$ cat config.mk
export PLATFORM = sky130hd
export DESIGN_NAME = srx_exec
export DESIGN_NICKNAME = d
export VERILOG_FILES = /design/src/srx_pkg.sv /design/src/srx_exec.sv
export SDC_FILE = /design/constraint.sdc
export NUM_CORES = 1
export LEC_CHECK = 0
export BUFFER_PORTS_ARGS = -buffer_cell sky130_fd_sc_hd__buf_4
export CORE_ASPECT_RATIO = 1.75
export CORE_MARGIN = 2
export CORE_UTILIZATION = 29
export DETAILED_ROUTE_END_ITERATION = 8
export GPL_TIMING_DRIVEN = 0
export PLACE_DENSITY_LB_ADDON = 0.2
export REMOVE_ABC_BUFFERS = 1
export SLEW_MARGIN = 20
export SYNTH_ARGS = -nofsm -noshare
export SYNTH_HDL_FRONTEND = slang
export SYNTH_SLANG_ARGS = --single-unit
$ cat constraint.sdc
create_clock -name i_clk -period 3.16 [get_ports i_clk]
set_clock_uncertainty 0.1 [all_clocks]
set_input_delay 0.316 -clock i_clk [delete_from_list [all_inputs] [get_ports i_clk]]
set_output_delay 0.316 -clock i_clk [all_outputs]
set_load 0.005 [all_outputs]
$ cat src/srx_pkg.sv
// constants, states and register map for the stack/return/rotate execution block
// assumes one 125 MHz clock and a 16-bit word datapath
// Contract
// RL1 - normalize count: zero flag from source word; E, V, C, N cleared
// RL2 - push word: stack pointer drops by 2, then word written there
// RL3 - push word: E, Z, N from pushed value; V and C kept
// RL4 - protected power-off: power down until external reset, flags kept
// RL5 - power-off acts only while NMI pin is low, else no effect
// RL6 - subroutine exit: IP from stack, stack pointer plus 2, flags kept
// RL7 - interrupt exit: pop IP, CODE_SEGMENT_POINTER if segmentation on, then PROCESSOR_STATUS_WORD
// RL8 - after interrupt exit all five flags come from popped PROCESSOR_STATUS_WORD
// RL9 - exit-and-unstack: pop IP, then word into register, push-style flags
// RL10 - far exit: pop IP, CODE_SEGMENT_POINTER only if segmented, always add 2 twice
// RL11 - rotate left: bit 15 enters bit 0 and carry, per step
// RL12 - rotate counts 0..15; register count uses its low four bits
// RL13 - rotate left: E, V cleared; Z, N from result; C last bit out
// RL14 - rotate right: bit 0 enters bit 15 and carry, per step
// RL15 - rotate right: V ORs in carry before each step; E cleared
// RL16 - software break enters break mode when the emulator enables it
// RL17 - software break not enabled raises class A trap, vector 8
// RL18 - context switch: push old register value, then load second operand
// RL19 - multi-step stack sequences are not interrupted between steps
package srx_pkg;
  localparam int SRX_W = 16;
  localparam logic [7:0] SRX_OP_NORM = 8'h2b;
  localparam logic [7:0] SRX_OP_PUSH = 8'hec;
  localparam logic [7:0] SRX_OP_PWR = 8'h97;
  localparam logic [7:0] SRX_PWR_B2 = 8'h68;
  localparam logic [15:0] SRX_PWR_B34 = 16'h9797;
  localparam logic [7:0] SRX_OP_RET = 8'hcb;
  localparam logic [7:0] SRX_OP_INTERRUPT_EXIT = 8'hfb;
  localparam logic [7:0] SRX_INTERRUPT_EXIT_B2 = 8'h88;
  localparam logic [7:0] SRX_OP_EXIT_AND_UNSTACK = 8'heb;
  localparam logic [7:0] SRX_OP_FAR_SUBROUTINE_EXIT = 8'hdb;
  localparam logic [7:0] SRX_OP_ROL_I = 8'h1c;
  localparam logic [7:0] SRX_OP_ROL_R = 8'h0c;
  localparam logic [7:0] SRX_OP_ROR_I = 8'h3c;
  localparam logic [7:0] SRX_OP_ROR_R = 8'h2c;
  localparam logic [7:0] SRX_OP_BRK = 8'h8c;
  localparam logic [7:0] SRX_OP_CXT_I = 8'hc6;
  localparam logic [7:0] SRX_OP_CXT_M = 8'hd6;
  localparam logic [7:0] SRX_B2_ZERO = 8'h00;
  localparam logic [15:0] SRX_STEP = 16'h0002;
  localparam logic [15:0] SRX_MOST_NEG = 16'h8000;
  localparam logic [3:0] SRX_TRAP_VEC = 4'h8;
  localparam logic [15:0] SRX_SP_RST = 16'hfc00;
  localparam logic [15:0] SRX_WORD_RST = 16'h0000;
  // flag positions inside the status word
  localparam int SRX_F_N = 0;
  localparam int SRX_F_C = 1;
  localparam int SRX_F_V = 2;
  localparam int SRX_F_Z = 3;
  localparam int SRX_F_E = 4;
  // register addresses on the plain port
  localparam logic [2:0] SRX_A_CTRL = 3'h0;
  localparam logic [2:0] SRX_A_STAT = 3'h1;
  localparam logic [2:0] SRX_A_MASK = 3'h2;
  localparam logic [2:0] SRX_A_SP = 3'h3;
  localparam logic [2:0] SRX_A_IP = 3'h4;
  localparam logic [2:0] SRX_A_CSP = 3'h5;
  localparam logic [2:0] SRX_A_PSW = 3'h6;
  localparam int SRX_CTL_SEGDIS = 0;
  // sticky event bits
  localparam int SRX_EV_N = 5;
  localparam int SRX_EV_DONE = 0;
  localparam int SRX_EV_TRAP = 1;
  localparam int SRX_EV_BRK = 2;
  localparam int SRX_EV_PWRIGN = 3;
  localparam int SRX_EV_BADOP = 4;
  typedef enum logic [2:0] {
    S_IDLE, S_WRITE, S_IP, S_CSP, S_PSW, S_WORD
  } srx_state_e;
endpackage : srx_pkg

$ cat src/srx_exec.sv
// execution unit: normalize count, push, power-off, returns, rotates,
// software break and context switch, plus a small register port
// assumes stack memory answers a read in the same cycle as o_mem_rd
//
// Chosen here: the address map and the address-and-strobe port.
`timescale 1ns/1ps
module srx_exec import srx_pkg::*; #(
  parameter int ADDR_W = 3
) (
  input wire logic i_clk,
  input wire logic i_reset_n,
  input wire logic i_exec,
  input wire logic [7:0] i_opcode,
  input wire logic [7:0] i_byte2,
  input wire logic [15:0] i_byte34,
  input wire logic [15:0] i_op1,
  input wire logic [15:0] i_op2,
  input wire logic i_nmi,
  input wire logic i_dbg_brk_en,
  input wire logic i_break_exit,
  input wire logic [15:0] i_mem_rdata,
  input wire logic [ADDR_W-1:0] i_addr,
  input wire logic [15:0] i_wdata,
  input wire logic i_wr,
  input wire logic i_rd,
  output logic [15:0] o_rdata,
  output logic o_mem_rd,
  output logic o_mem_wr,
  output logic [15:0] o_mem_addr,
  output logic [15:0] o_mem_wdata,
  output logic [15:0] o_result,
  output logic o_result_we,
  output logic o_done,
  output logic o_busy,
  output logic o_irq_hold,
  output logic [15:0] o_sp,
  output logic [15:0] o_ip,
  output logic [15:0] o_csp,
  output logic [15:0] o_psw,
  output logic o_power_off,
  output logic o_break_mode,
  output logic o_trap,
  output logic [3:0] o_trap_vec,
  output logic o_irq
);

  if (ADDR_W < 3) begin : g_chk
    $error("srx_exec: ADDR_W must be at least 3");
  end

  function automatic logic [15:0] norm_count(input logic [15:0] w);
    logic [15:0] n;
    logic hit;
    n = 16'h0000;
    hit = 1'b0;
    for (int i = 15; i >= 0; i--) begin
      if (!hit && w[i]) begin
        hit = 1'b1;
        n = 16'(15 - i);
      end
    end
    return n;
  endfunction : norm_count

  // returns {carry, result}
  function automatic logic [16:0] rol_calc(input logic [15:0] w,
                                           input logic [3:0] n);
    logic [15:0] r;
    logic c;
    r = w;
    c = 1'b0;
    for (int i = 0; i < 15; i++) begin
      if (4'(i) < n) begin
        c = r[15];
        r = {r[14:0], c};
      end
    end
    return {c, r};
  endfunction : rol_calc

  // returns {overflow, carry, result}
  function automatic logic [17:0] ror_calc(input logic [15:0] w,
                                           input logic [3:0] n);
    logic [15:0] r;
    logic c;
    logic v;
    r = w;
    c = 1'b0;
    v = 1'b0;
    for (int i = 0; i < 15; i++) begin
      if (4'(i) < n) begin
        v = v | c;
        c = r[0];
        r = {c, r[15:1]};
      end
    end
    return {v, c, r};
  endfunction : ror_calc

  srx_state_e state;
  logic [7:0] op_q;
  logic seg_dis;
  logic [SRX_EV_N-1:0] ev;
  logic [SRX_EV_N-1:0] status;
  logic [SRX_EV_N-1:0] mask;
  logic [3:0] rot_cnt;
  logic [16:0] rol_v;
  logic [17:0] ror_v;
  logic [4:0] push_flags;
  logic [4:0] pop_flags;
  logic bus_ok;

  // only the low nibble of a register count is used
  always_comb begin
    rot_cnt = i_op2[3:0]; // RL12
    if (i_opcode == SRX_OP_ROL_I || i_opcode == SRX_OP_ROR_I) begin
      rot_cnt = i_byte2[7:4];
    end
  end

  assign rol_v = rol_calc(i_op1, rot_cnt);
  assign ror_v = ror_calc(i_op1, rot_cnt);
  // {E, Z, 0, 0, N} for a pushed or popped word
  assign push_flags = {i_op1 == SRX_MOST_NEG, i_op1 == 16'h0000,
                       1'b0, 1'b0, i_op1[15]};
  assign pop_flags = {i_mem_rdata == SRX_MOST_NEG, i_mem_rdata == 16'h0000,
                      1'b0, 1'b0, i_mem_rdata[15]};
  // software may touch the core words only while the unit rests
  assign bus_ok = i_wr && state == S_IDLE && !i_exec;

  // sequencer: owns stack pointer, instruction words and memory strobes
  always_ff @(posedge i_clk or negedge i_reset_n) begin
    if (!i_reset_n) begin
      state <= S_IDLE;
      op_q <= 8'h00;
      o_sp <= SRX_SP_RST;
      o_ip <= SRX_WORD_RST;
      o_csp <= SRX_WORD_RST;
      o_psw <= SRX_WORD_RST;
      o_mem_rd <= 1'b0;
      o_mem_wr <= 1'b0;
      o_mem_addr <= 16'h0000;
      o_mem_wdata <= 16'h0000;
      o_result <= 16'h0000;
      o_result_we <= 1'b0;
      o_done <= 1'b0;
      o_busy <= 1'b0;
      o_irq_hold <= 1'b0;
      o_power_off <= 1'b0;
      o_break_mode <= 1'b0;
      o_trap <= 1'b0;
      o_trap_vec <= 4'h0;
      ev <= '0;
    end else begin
      o_mem_rd <= 1'b0;
      o_mem_wr <= 1'b0;
      o_result_we <= 1'b0;
      o_done <= 1'b0;
      o_trap <= 1'b0;
      ev <= '0;
      if (i_break_exit) begin
        o_break_mode <= 1'b0;
      end
      case (state)
        S_IDLE: begin
          if (i_exec && !o_power_off) begin
            op_q <= i_opcode;
            o_done <= 1'b1;
            ev[SRX_EV_DONE] <= 1'b1;
            case (i_opcode)
              SRX_OP_NORM: begin
                o_result <= norm_count(i_op2);
                o_result_we <= 1'b1;
                o_psw[SRX_F_E] <= 1'b0; // RL1
                o_psw[SRX_F_Z] <= i_op2 == 16'h0000; // RL1
                o_psw[SRX_F_V] <= 1'b0; // RL1
                o_psw[SRX_F_C] <= 1'b0; // RL1
                o_psw[SRX_F_N] <= 1'b0; // RL1
              end
              SRX_OP_PUSH, SRX_OP_CXT_I, SRX_OP_CXT_M: begin
                // write lands at the lowered pointer
                o_sp <= o_sp - SRX_STEP; // RL2 RL18
                o_mem_addr <= o_sp - SRX_STEP; // RL2 RL18
                o_mem_wdata <= i_op1; // RL2 RL18
                o_mem_wr <= 1'b1;
                o_result <= i_op2; // RL18
                o_done <= 1'b0;
                ev[SRX_EV_DONE] <= 1'b0;
                o_busy <= 1'b1;
                o_irq_hold <= 1'b1; // RL19
                state <= S_WRITE;
                if (i_opcode == SRX_OP_PUSH) begin
                  o_psw[SRX_F_E] <= push_flags[4]; // RL3
                  o_psw[SRX_F_Z] <= push_flags[3]; // RL3
                  o_psw[SRX_F_N] <= push_flags[0]; // RL3
                end
              end
              SRX_OP_PWR: begin
                if (i_byte2 != SRX_PWR_B2 || i_byte34 != SRX_PWR_B34) begin
                  ev[SRX_EV_BADOP] <= 1'b1;
                end else if (!i_nmi) begin
                  o_power_off <= 1'b1; // RL4 RL5
                end else begin
                  ev[SRX_EV_PWRIGN] <= 1'b1; // RL5
                end
              end
              SRX_OP_RET, SRX_OP_INTERRUPT_EXIT, SRX_OP_EXIT_AND_UNSTACK, SRX_OP_FAR_SUBROUTINE_EXIT: begin
                if ((i_opcode == SRX_OP_INTERRUPT_EXIT && i_byte2 != SRX_INTERRUPT_EXIT_B2) ||
                    ((i_opcode == SRX_OP_RET || i_opcode == SRX_OP_FAR_SUBROUTINE_EXIT) &&
                     i_byte2 != SRX_B2_ZERO)) begin
                  ev[SRX_EV_BADOP] <= 1'b1;
                end else begin
                  o_mem_rd <= 1'b1;
                  o_mem_addr <= o_sp;
                  o_done <= 1'b0;
                  ev[SRX_EV_DONE] <= 1'b0;
                  o_busy <= 1'b1;
                  o_irq_hold <= 1'b1; // RL19
                  state <= S_IP;
                end
              end
              SRX_OP_ROL_I, SRX_OP_ROL_R: begin
                o_result <= rol_v[15:0]; // RL11
                o_result_we <= 1'b1;
                o_psw[SRX_F_E] <= 1'b0; // RL13
                o_psw[SRX_F_V] <= 1'b0; // RL13
                o_psw[SRX_F_C] <= rol_v[16]; // RL13
                o_psw[SRX_F_Z] <= rol_v[15:0] == 16'h0000; // RL13
                o_psw[SRX_F_N] <= rol_v[15]; // RL13
              end
              SRX_OP_ROR_I, SRX_OP_ROR_R: begin
                o_result <= ror_v[15:0]; // RL14
                o_result_we <= 1'b1;
                o_psw[SRX_F_E] <= 1'b0; // RL15
                o_psw[SRX_F_V] <= ror_v[17]; // RL15
                o_psw[SRX_F_C] <= ror_v[16]; // RL14
                o_psw[SRX_F_Z] <= ror_v[15:0] == 16'h0000;
                o_psw[SRX_F_N] <= ror_v[15];
              end
              SRX_OP_BRK: begin
                if (i_byte2 != SRX_B2_ZERO) begin
                  ev[SRX_EV_BADOP] <= 1'b1;
                end else if (i_dbg_brk_en) begin
                  o_break_mode <= 1'b1; // RL16
                  ev[SRX_EV_BRK] <= 1'b1;
                end else begin
                  o_trap <= 1'b1; // RL17
                  o_trap_vec <= SRX_TRAP_VEC; // RL17
                  ev[SRX_EV_TRAP] <= 1'b1;
                end
              end
              default: begin
                ev[SRX_EV_BADOP] <= 1'b1;
              end
            endcase
          end else if (bus_ok) begin
            case (i_addr[2:0])
              SRX_A_SP: o_sp <= i_wdata;
              SRX_A_IP: o_ip <= i_wdata;
              SRX_A_CSP: o_csp <= i_wdata;
              SRX_A_PSW: o_psw <= i_wdata;
              default: begin
              end
            endcase
          end
        end
        S_WRITE: begin
          // register load follows the stack write
          o_result_we <= op_q != SRX_OP_PUSH; // RL18
          o_done <= 1'b1;
          ev[SRX_EV_DONE] <= 1'b1;
          o_busy <= 1'b0;
          o_irq_hold <= 1'b0;
          state <= S_IDLE;
        end
        S_IP: begin
          o_ip <= i_mem_rdata; // RL6 RL7 RL9 RL10
          o_sp <= o_sp + SRX_STEP; // RL6 RL7 RL9 RL10
          o_mem_addr <= o_sp + SRX_STEP;
          case (op_q)
            SRX_OP_INTERRUPT_EXIT: begin
              o_mem_rd <= 1'b1;
              state <= seg_dis ? S_PSW : S_CSP; // RL7
            end
            SRX_OP_FAR_SUBROUTINE_EXIT: begin
              // second word is read even when unsegmented
              o_mem_rd <= 1'b1;
              state <= S_CSP; // RL10
            end
            SRX_OP_EXIT_AND_UNSTACK: begin
              o_mem_rd <= 1'b1;
              state <= S_WORD; // RL9
            end
            default: begin
              o_done <= 1'b1;
              ev[SRX_EV_DONE] <= 1'b1;
              o_busy <= 1'b0;
              o_irq_hold <= 1'b0;
              state <= S_IDLE;
            end
          endcase
        end
        S_CSP: begin
          if (!seg_dis) begin
            o_csp <= i_mem_rdata; // RL7 RL10
          end
          o_sp <= o_sp + SRX_STEP; // RL10
          o_mem_addr <= o_sp + SRX_STEP;
          if (op_q == SRX_OP_INTERRUPT_EXIT) begin
            o_mem_rd <= 1'b1;
            state <= S_PSW;
          end else begin
            o_done <= 1'b1;
            ev[SRX_EV_DONE] <= 1'b1;
            o_busy <= 1'b0;
            o_irq_hold <= 1'b0;
            state <= S_IDLE;
          end
        end
        S_PSW: begin
          o_psw <= i_mem_rdata; // RL8
          o_sp <= o_sp + SRX_STEP; // RL7
          o_done <= 1'b1;
          ev[SRX_EV_DONE] <= 1'b1;
          o_busy <= 1'b0;
          o_irq_hold <= 1'b0;
          state <= S_IDLE;
        end
        S_WORD: begin
          o_result <= i_mem_rdata; // RL9
          o_result_we <= 1'b1;
          o_sp <= o_sp + SRX_STEP; // RL9
          o_psw[SRX_F_E] <= pop_flags[4]; // RL9
          o_psw[SRX_F_Z] <= pop_flags[3]; // RL9
          o_psw[SRX_F_N] <= pop_flags[0]; // RL9
          o_done <= 1'b1;
          ev[SRX_EV_DONE] <= 1'b1;
          o_busy <= 1'b0;
          o_irq_hold <= 1'b0;
          state <= S_IDLE;
        end
        default: begin
          state <= S_IDLE;
        end
      endcase
    end
  end

  // control, mask and sticky status; a new event beats a clear
  always_ff @(posedge i_clk or negedge i_reset_n) begin
    if (!i_reset_n) begin
      seg_dis <= 1'b0;
      mask <= '0;
      status <= '0;
    end else begin
      if (i_wr && i_addr[2:0] == SRX_A_CTRL) begin
        seg_dis <= i_wdata[SRX_CTL_SEGDIS];
      end
      if (i_wr && i_addr[2:0] == SRX_A_MASK) begin
        mask <= i_wdata[SRX_EV_N-1:0];
      end
      if (i_wr && i_addr[2:0] == SRX_A_STAT) begin
        status <= (status & ~i_wdata[SRX_EV_N-1:0]) | ev;
      end else begin
        status <= status | ev;
      end
    end
  end

  always_ff @(posedge i_clk or negedge i_reset_n) begin
    if (!i_reset_n) begin
      o_irq <= 1'b0;
      o_rdata <= 16'h0000;
    end else begin
      o_irq <= |(status & mask);
      o_rdata <= 16'h0000;
      if (i_rd) begin
        case (i_addr[2:0])
          SRX_A_CTRL: o_rdata <= {15'h0, seg_dis};
          SRX_A_STAT: o_rdata <= {11'h0, status};
          SRX_A_MASK: o_rdata <= {11'h0, mask};
          SRX_A_SP: o_rdata <= o_sp;
          SRX_A_IP: o_rdata <= o_ip;
          SRX_A_CSP: o_rdata <= o_csp;
          SRX_A_PSW: o_rdata <= o_psw;
          default: o_rdata <= 16'h0000;
        endcase
      end
    end
  end
endmodule : srx_exec

==> impl_metrics.yaml <==
yosys:
  synth.area.top_cells: "dfrtp_1 24%, a21oi_1 6.1%, mux2i_1 6.0%"
  async_flop_share: 1.00
  netlist_area_sq_um: 16100
  yosysWarnings: 0
  yosysSeqAreaShare: 0.253
  avgSynthCellArea_sq_um: 7.38
  syn_inst: 2187
  synth.distinct_cells: 101
  synth_flop_cell: "dfrtp_1"
  synth_edf_count: 0
  synth_area_leader_cell: "dfrtp_1"
  synth-seq-cells: 163
  netlist.area_leader.share: 0.243
global_route:
  grt_pass1_wl_microns: 156000
  grt_max_degree: 86
  grt_remaining_overflow: 0
  grt_pass1_vias: 21000
  grt.total_usage: 0.381
  antenna_found_initial: 4
place:
  place_congestion: 1.04
  dp.cells: 2945
  placed_cell_area_sq_um: 18700
  place_ws_ns: -3.84
  port-buffer-count: 245
  hpwl_microns: 77300
finish:
  fin_cells: 3213
  stdcell_area_sq_um: 23800
  final_cell_mix: "405 x buf_4, 218 x nor2_1, 196 x nand2_1, 176 x a21oi_1, 155 x dfrtp_1"
  drive_gt1_frac: 0.376
  postLayoutCoreUtil: 0.433
  syn2layout_area_growth_pct: 47.7
  fill_cells: 5653
  finalNetCount: 2612
  multi_input_area_sq_um: 13700
  ff_latch_area_sq_um: 4090
  final_common_cell: "buf_4"
setup_path:
  path_class: "reg -> reg"
  timing.rr.start: "state[0]$_DFFE_PN0P_"
  r2r_cells: 11
  cp_max_fo: 13
  arrival_ns: 4.33
  worst_r2r_endpoint: "o_psw[3]$_DFFE_PN0P_"
  rrSetupSlack_ns: -0.92
  worst_path_most_repeated_cell: "o21ai_0"
  worstPathCellList: "nor3_4 > and2_1 > o21ai_0 > o22ai_1 > nor2_1 > o21ai_0 > nor3_1 > nand4b_1 > nor4_2 > a31oi_1 > o21ai_2"
  critPathMaxStageDelay_ns: 1.28
  slowest_stage: "o21ai_0"
  startpoint: "state[0]$_DFFE_PN0P_"
  worstPathRequired_ns: 3.41
  start_kind: "flop"
  cp-end-kind: "flop"
sta:
  period_share: 1.29
  worstMarginPinSlew_ns: 1.60
  setup_viol: 24
  fin_hold_ws_ns: 0.000462
  drv_slew: 4
  slew_headroom: -0.0774
  rsz0062_at_grt: "yes"
  fin_crit_ns: 4.08
  fin_tns_setup_ns: -11.38
  fmax_mhz: 245
  setup_slack_ns: -0.920
  hold_viol: 0
floorplanning:
  die_h_microns: 316
  rows: 114
  core_area_sq_um: 55100
  initial_core_util: 0.293
  ioPinCount: 249
  die_x_microns: 182
  die-area_sq_um: 57600
clock_tree:
  clock_path_buffers: 2
  cts_buffers: 17
  cts_tree: "yes"
  clock_latency_ns: 0.47
  clockRootBuffer: "clkbuf_16"
  cts.sinks: 163
  htree_levels: 4
  clk_pin_slew_ns: 0.08
drt:
  vias: 21500
  detail_route.first_pass.iterations: 9
  drt_drc_violations_left: 0
  antenna_left: 0
  routedWlPerCell_microns: 35.3
  routed_wl_microns: 113000
  viasPerCell: 6.68
  drt_iter0_drc: 2246
hold_path:
  holdPathEnd: "op_q[3]$_DFFE_PN0P_"
  hold_class: "in -> reg"
  hold-path-cell-count: 3
  min_from: "i_opcode[3]"
status:
  violations: "capacitance limit, slew limit, setup timing"
  status: "complete, but fails checks"
power_and_ir_drop:
  total_power_mw: 9.39
  powerDensity_nw_per_um2: 394
  peakVddDrop_v: 0.000368
  p_leak_nw: 9.49
flow_run:
  drv_cap: 1
[synth_stat cells (30+ instances only)]
| library cell | n |
|---|---|
| nor2_1 | 256 |
| nand2_1 | 217 |
| a21oi_1 | 196 |
| dfrtp_1 | 157 |
| o21ai_0 | 157 |
| clkbuf_1 | 151 |
| mux2i_1 | 97 |
| nand3_1 | 59 |
| nor3_1 | 57 |
| o22ai_1 | 48 |
| mux2_2 | 40 |
| o211ai_1 | 37 |
| a31oi_1 | 34 |
| inv_1 | 33 |
| a211oi_1 | 31 |
| buf_2 | 30 |
[critical path, delay by kind of cell, from the launching register on]
| family | cells | cell delay [ns] |
|---|---|---|
| AND/OR/NAND/NOR | 6 | 1.25 |
| AO/OA/AOI/OAI | 5 | 2.01 |
| flip-flops | 1 | 0.60 |
[power breakdown]
part	total (mW)	leakage, nW	internal [mW]	switching (mW)
clock	2.06	0.273	1.05	1.01
combinational	4.39	7.20	1.89	2.51
sequential	2.94	2.01	2.47	0.466
[logic make-up after synthesis]
group / after synthesis / synth area share
compound gates: 819 / 0.344
simple gates: 794 / 0.235
buf+inv: 247 / 0.0640
flops: 163 / 0.253
mux: 138 / 0.0888
xor+xnor: 23 / 0.0125
fa+ha+maj: 2 / 0.00155
other cells: 1 / 0.000232
[sequential cells by signal, summed over array words and instances (netlist names), 5 cells and up]
| signal | flops |
|---|---|
| o_rdata | 16 |
| o_ip | 16 |
| o_csp | 16 |
| o_sp | 16 |
| o_result | 16 |
| mask | 5 |
| o_psw | 16 |
| o_mem_wdata | 16 |
| o_mem_addr | 16 |
| op_q | 8 |
| status | 5 |
[final cells by class]
| cell class | instances | share of cell area |
|---|---|---|
| Multi-Input combinational cell | 1791 | 0.575 |
| Timing Repair Buffer | 496 | 0.188 |
| Sequential cell | 163 | 0.172 |
| Tap cell | 696 | 0.0365 |
| Clock buffer | 18 | 0.0184 |
| Inverter | 34 | 0.00556 |
| Clock inverter | 14 | 0.00488 |
| Antenna cell | 1 | 0.000105 |
[worst max-delay path by stage]
stage | to | cells past startpoint
global route | o_psw[3]$_DFFE_PN0P_ | 11
CTS | o_psw[3]$_DFFE_PN0P_ | 16
floorplan | o_psw[3]$_DFFE_PN0P_ | 13
global placement | o_psw[3]$_DFFE_PN0P_ | 14
finish | o_psw[3]$_DFFE_PN0P_ | 11
detailed placement | o_psw[3]$_DFFE_PN0P_ | 14
[metal layers]
metal / GRT usage / share of wire / wire length (microns)
met2: 0.652 / 0.48 / 54300
met5: 0 / 0.00024 / 27
met1: 0.363 / 0.32 / 36000
met4: 0.373 / 0.12 / 13800
met3: 0.108 / 0.083 / 9390
[repair_timing]
action / 4_1_cts / 5_1_grt
gates resized for setup: 306 / 237
pin swaps: 88 / 125
setup buffers: 141 / 76
hold buffers: 5 / 1
hold endpoints to repair: 90 / 1
setup endpoints to repair: 42 / 34
cloned: 10 / 3
Power figures use the tool's default switching activity.
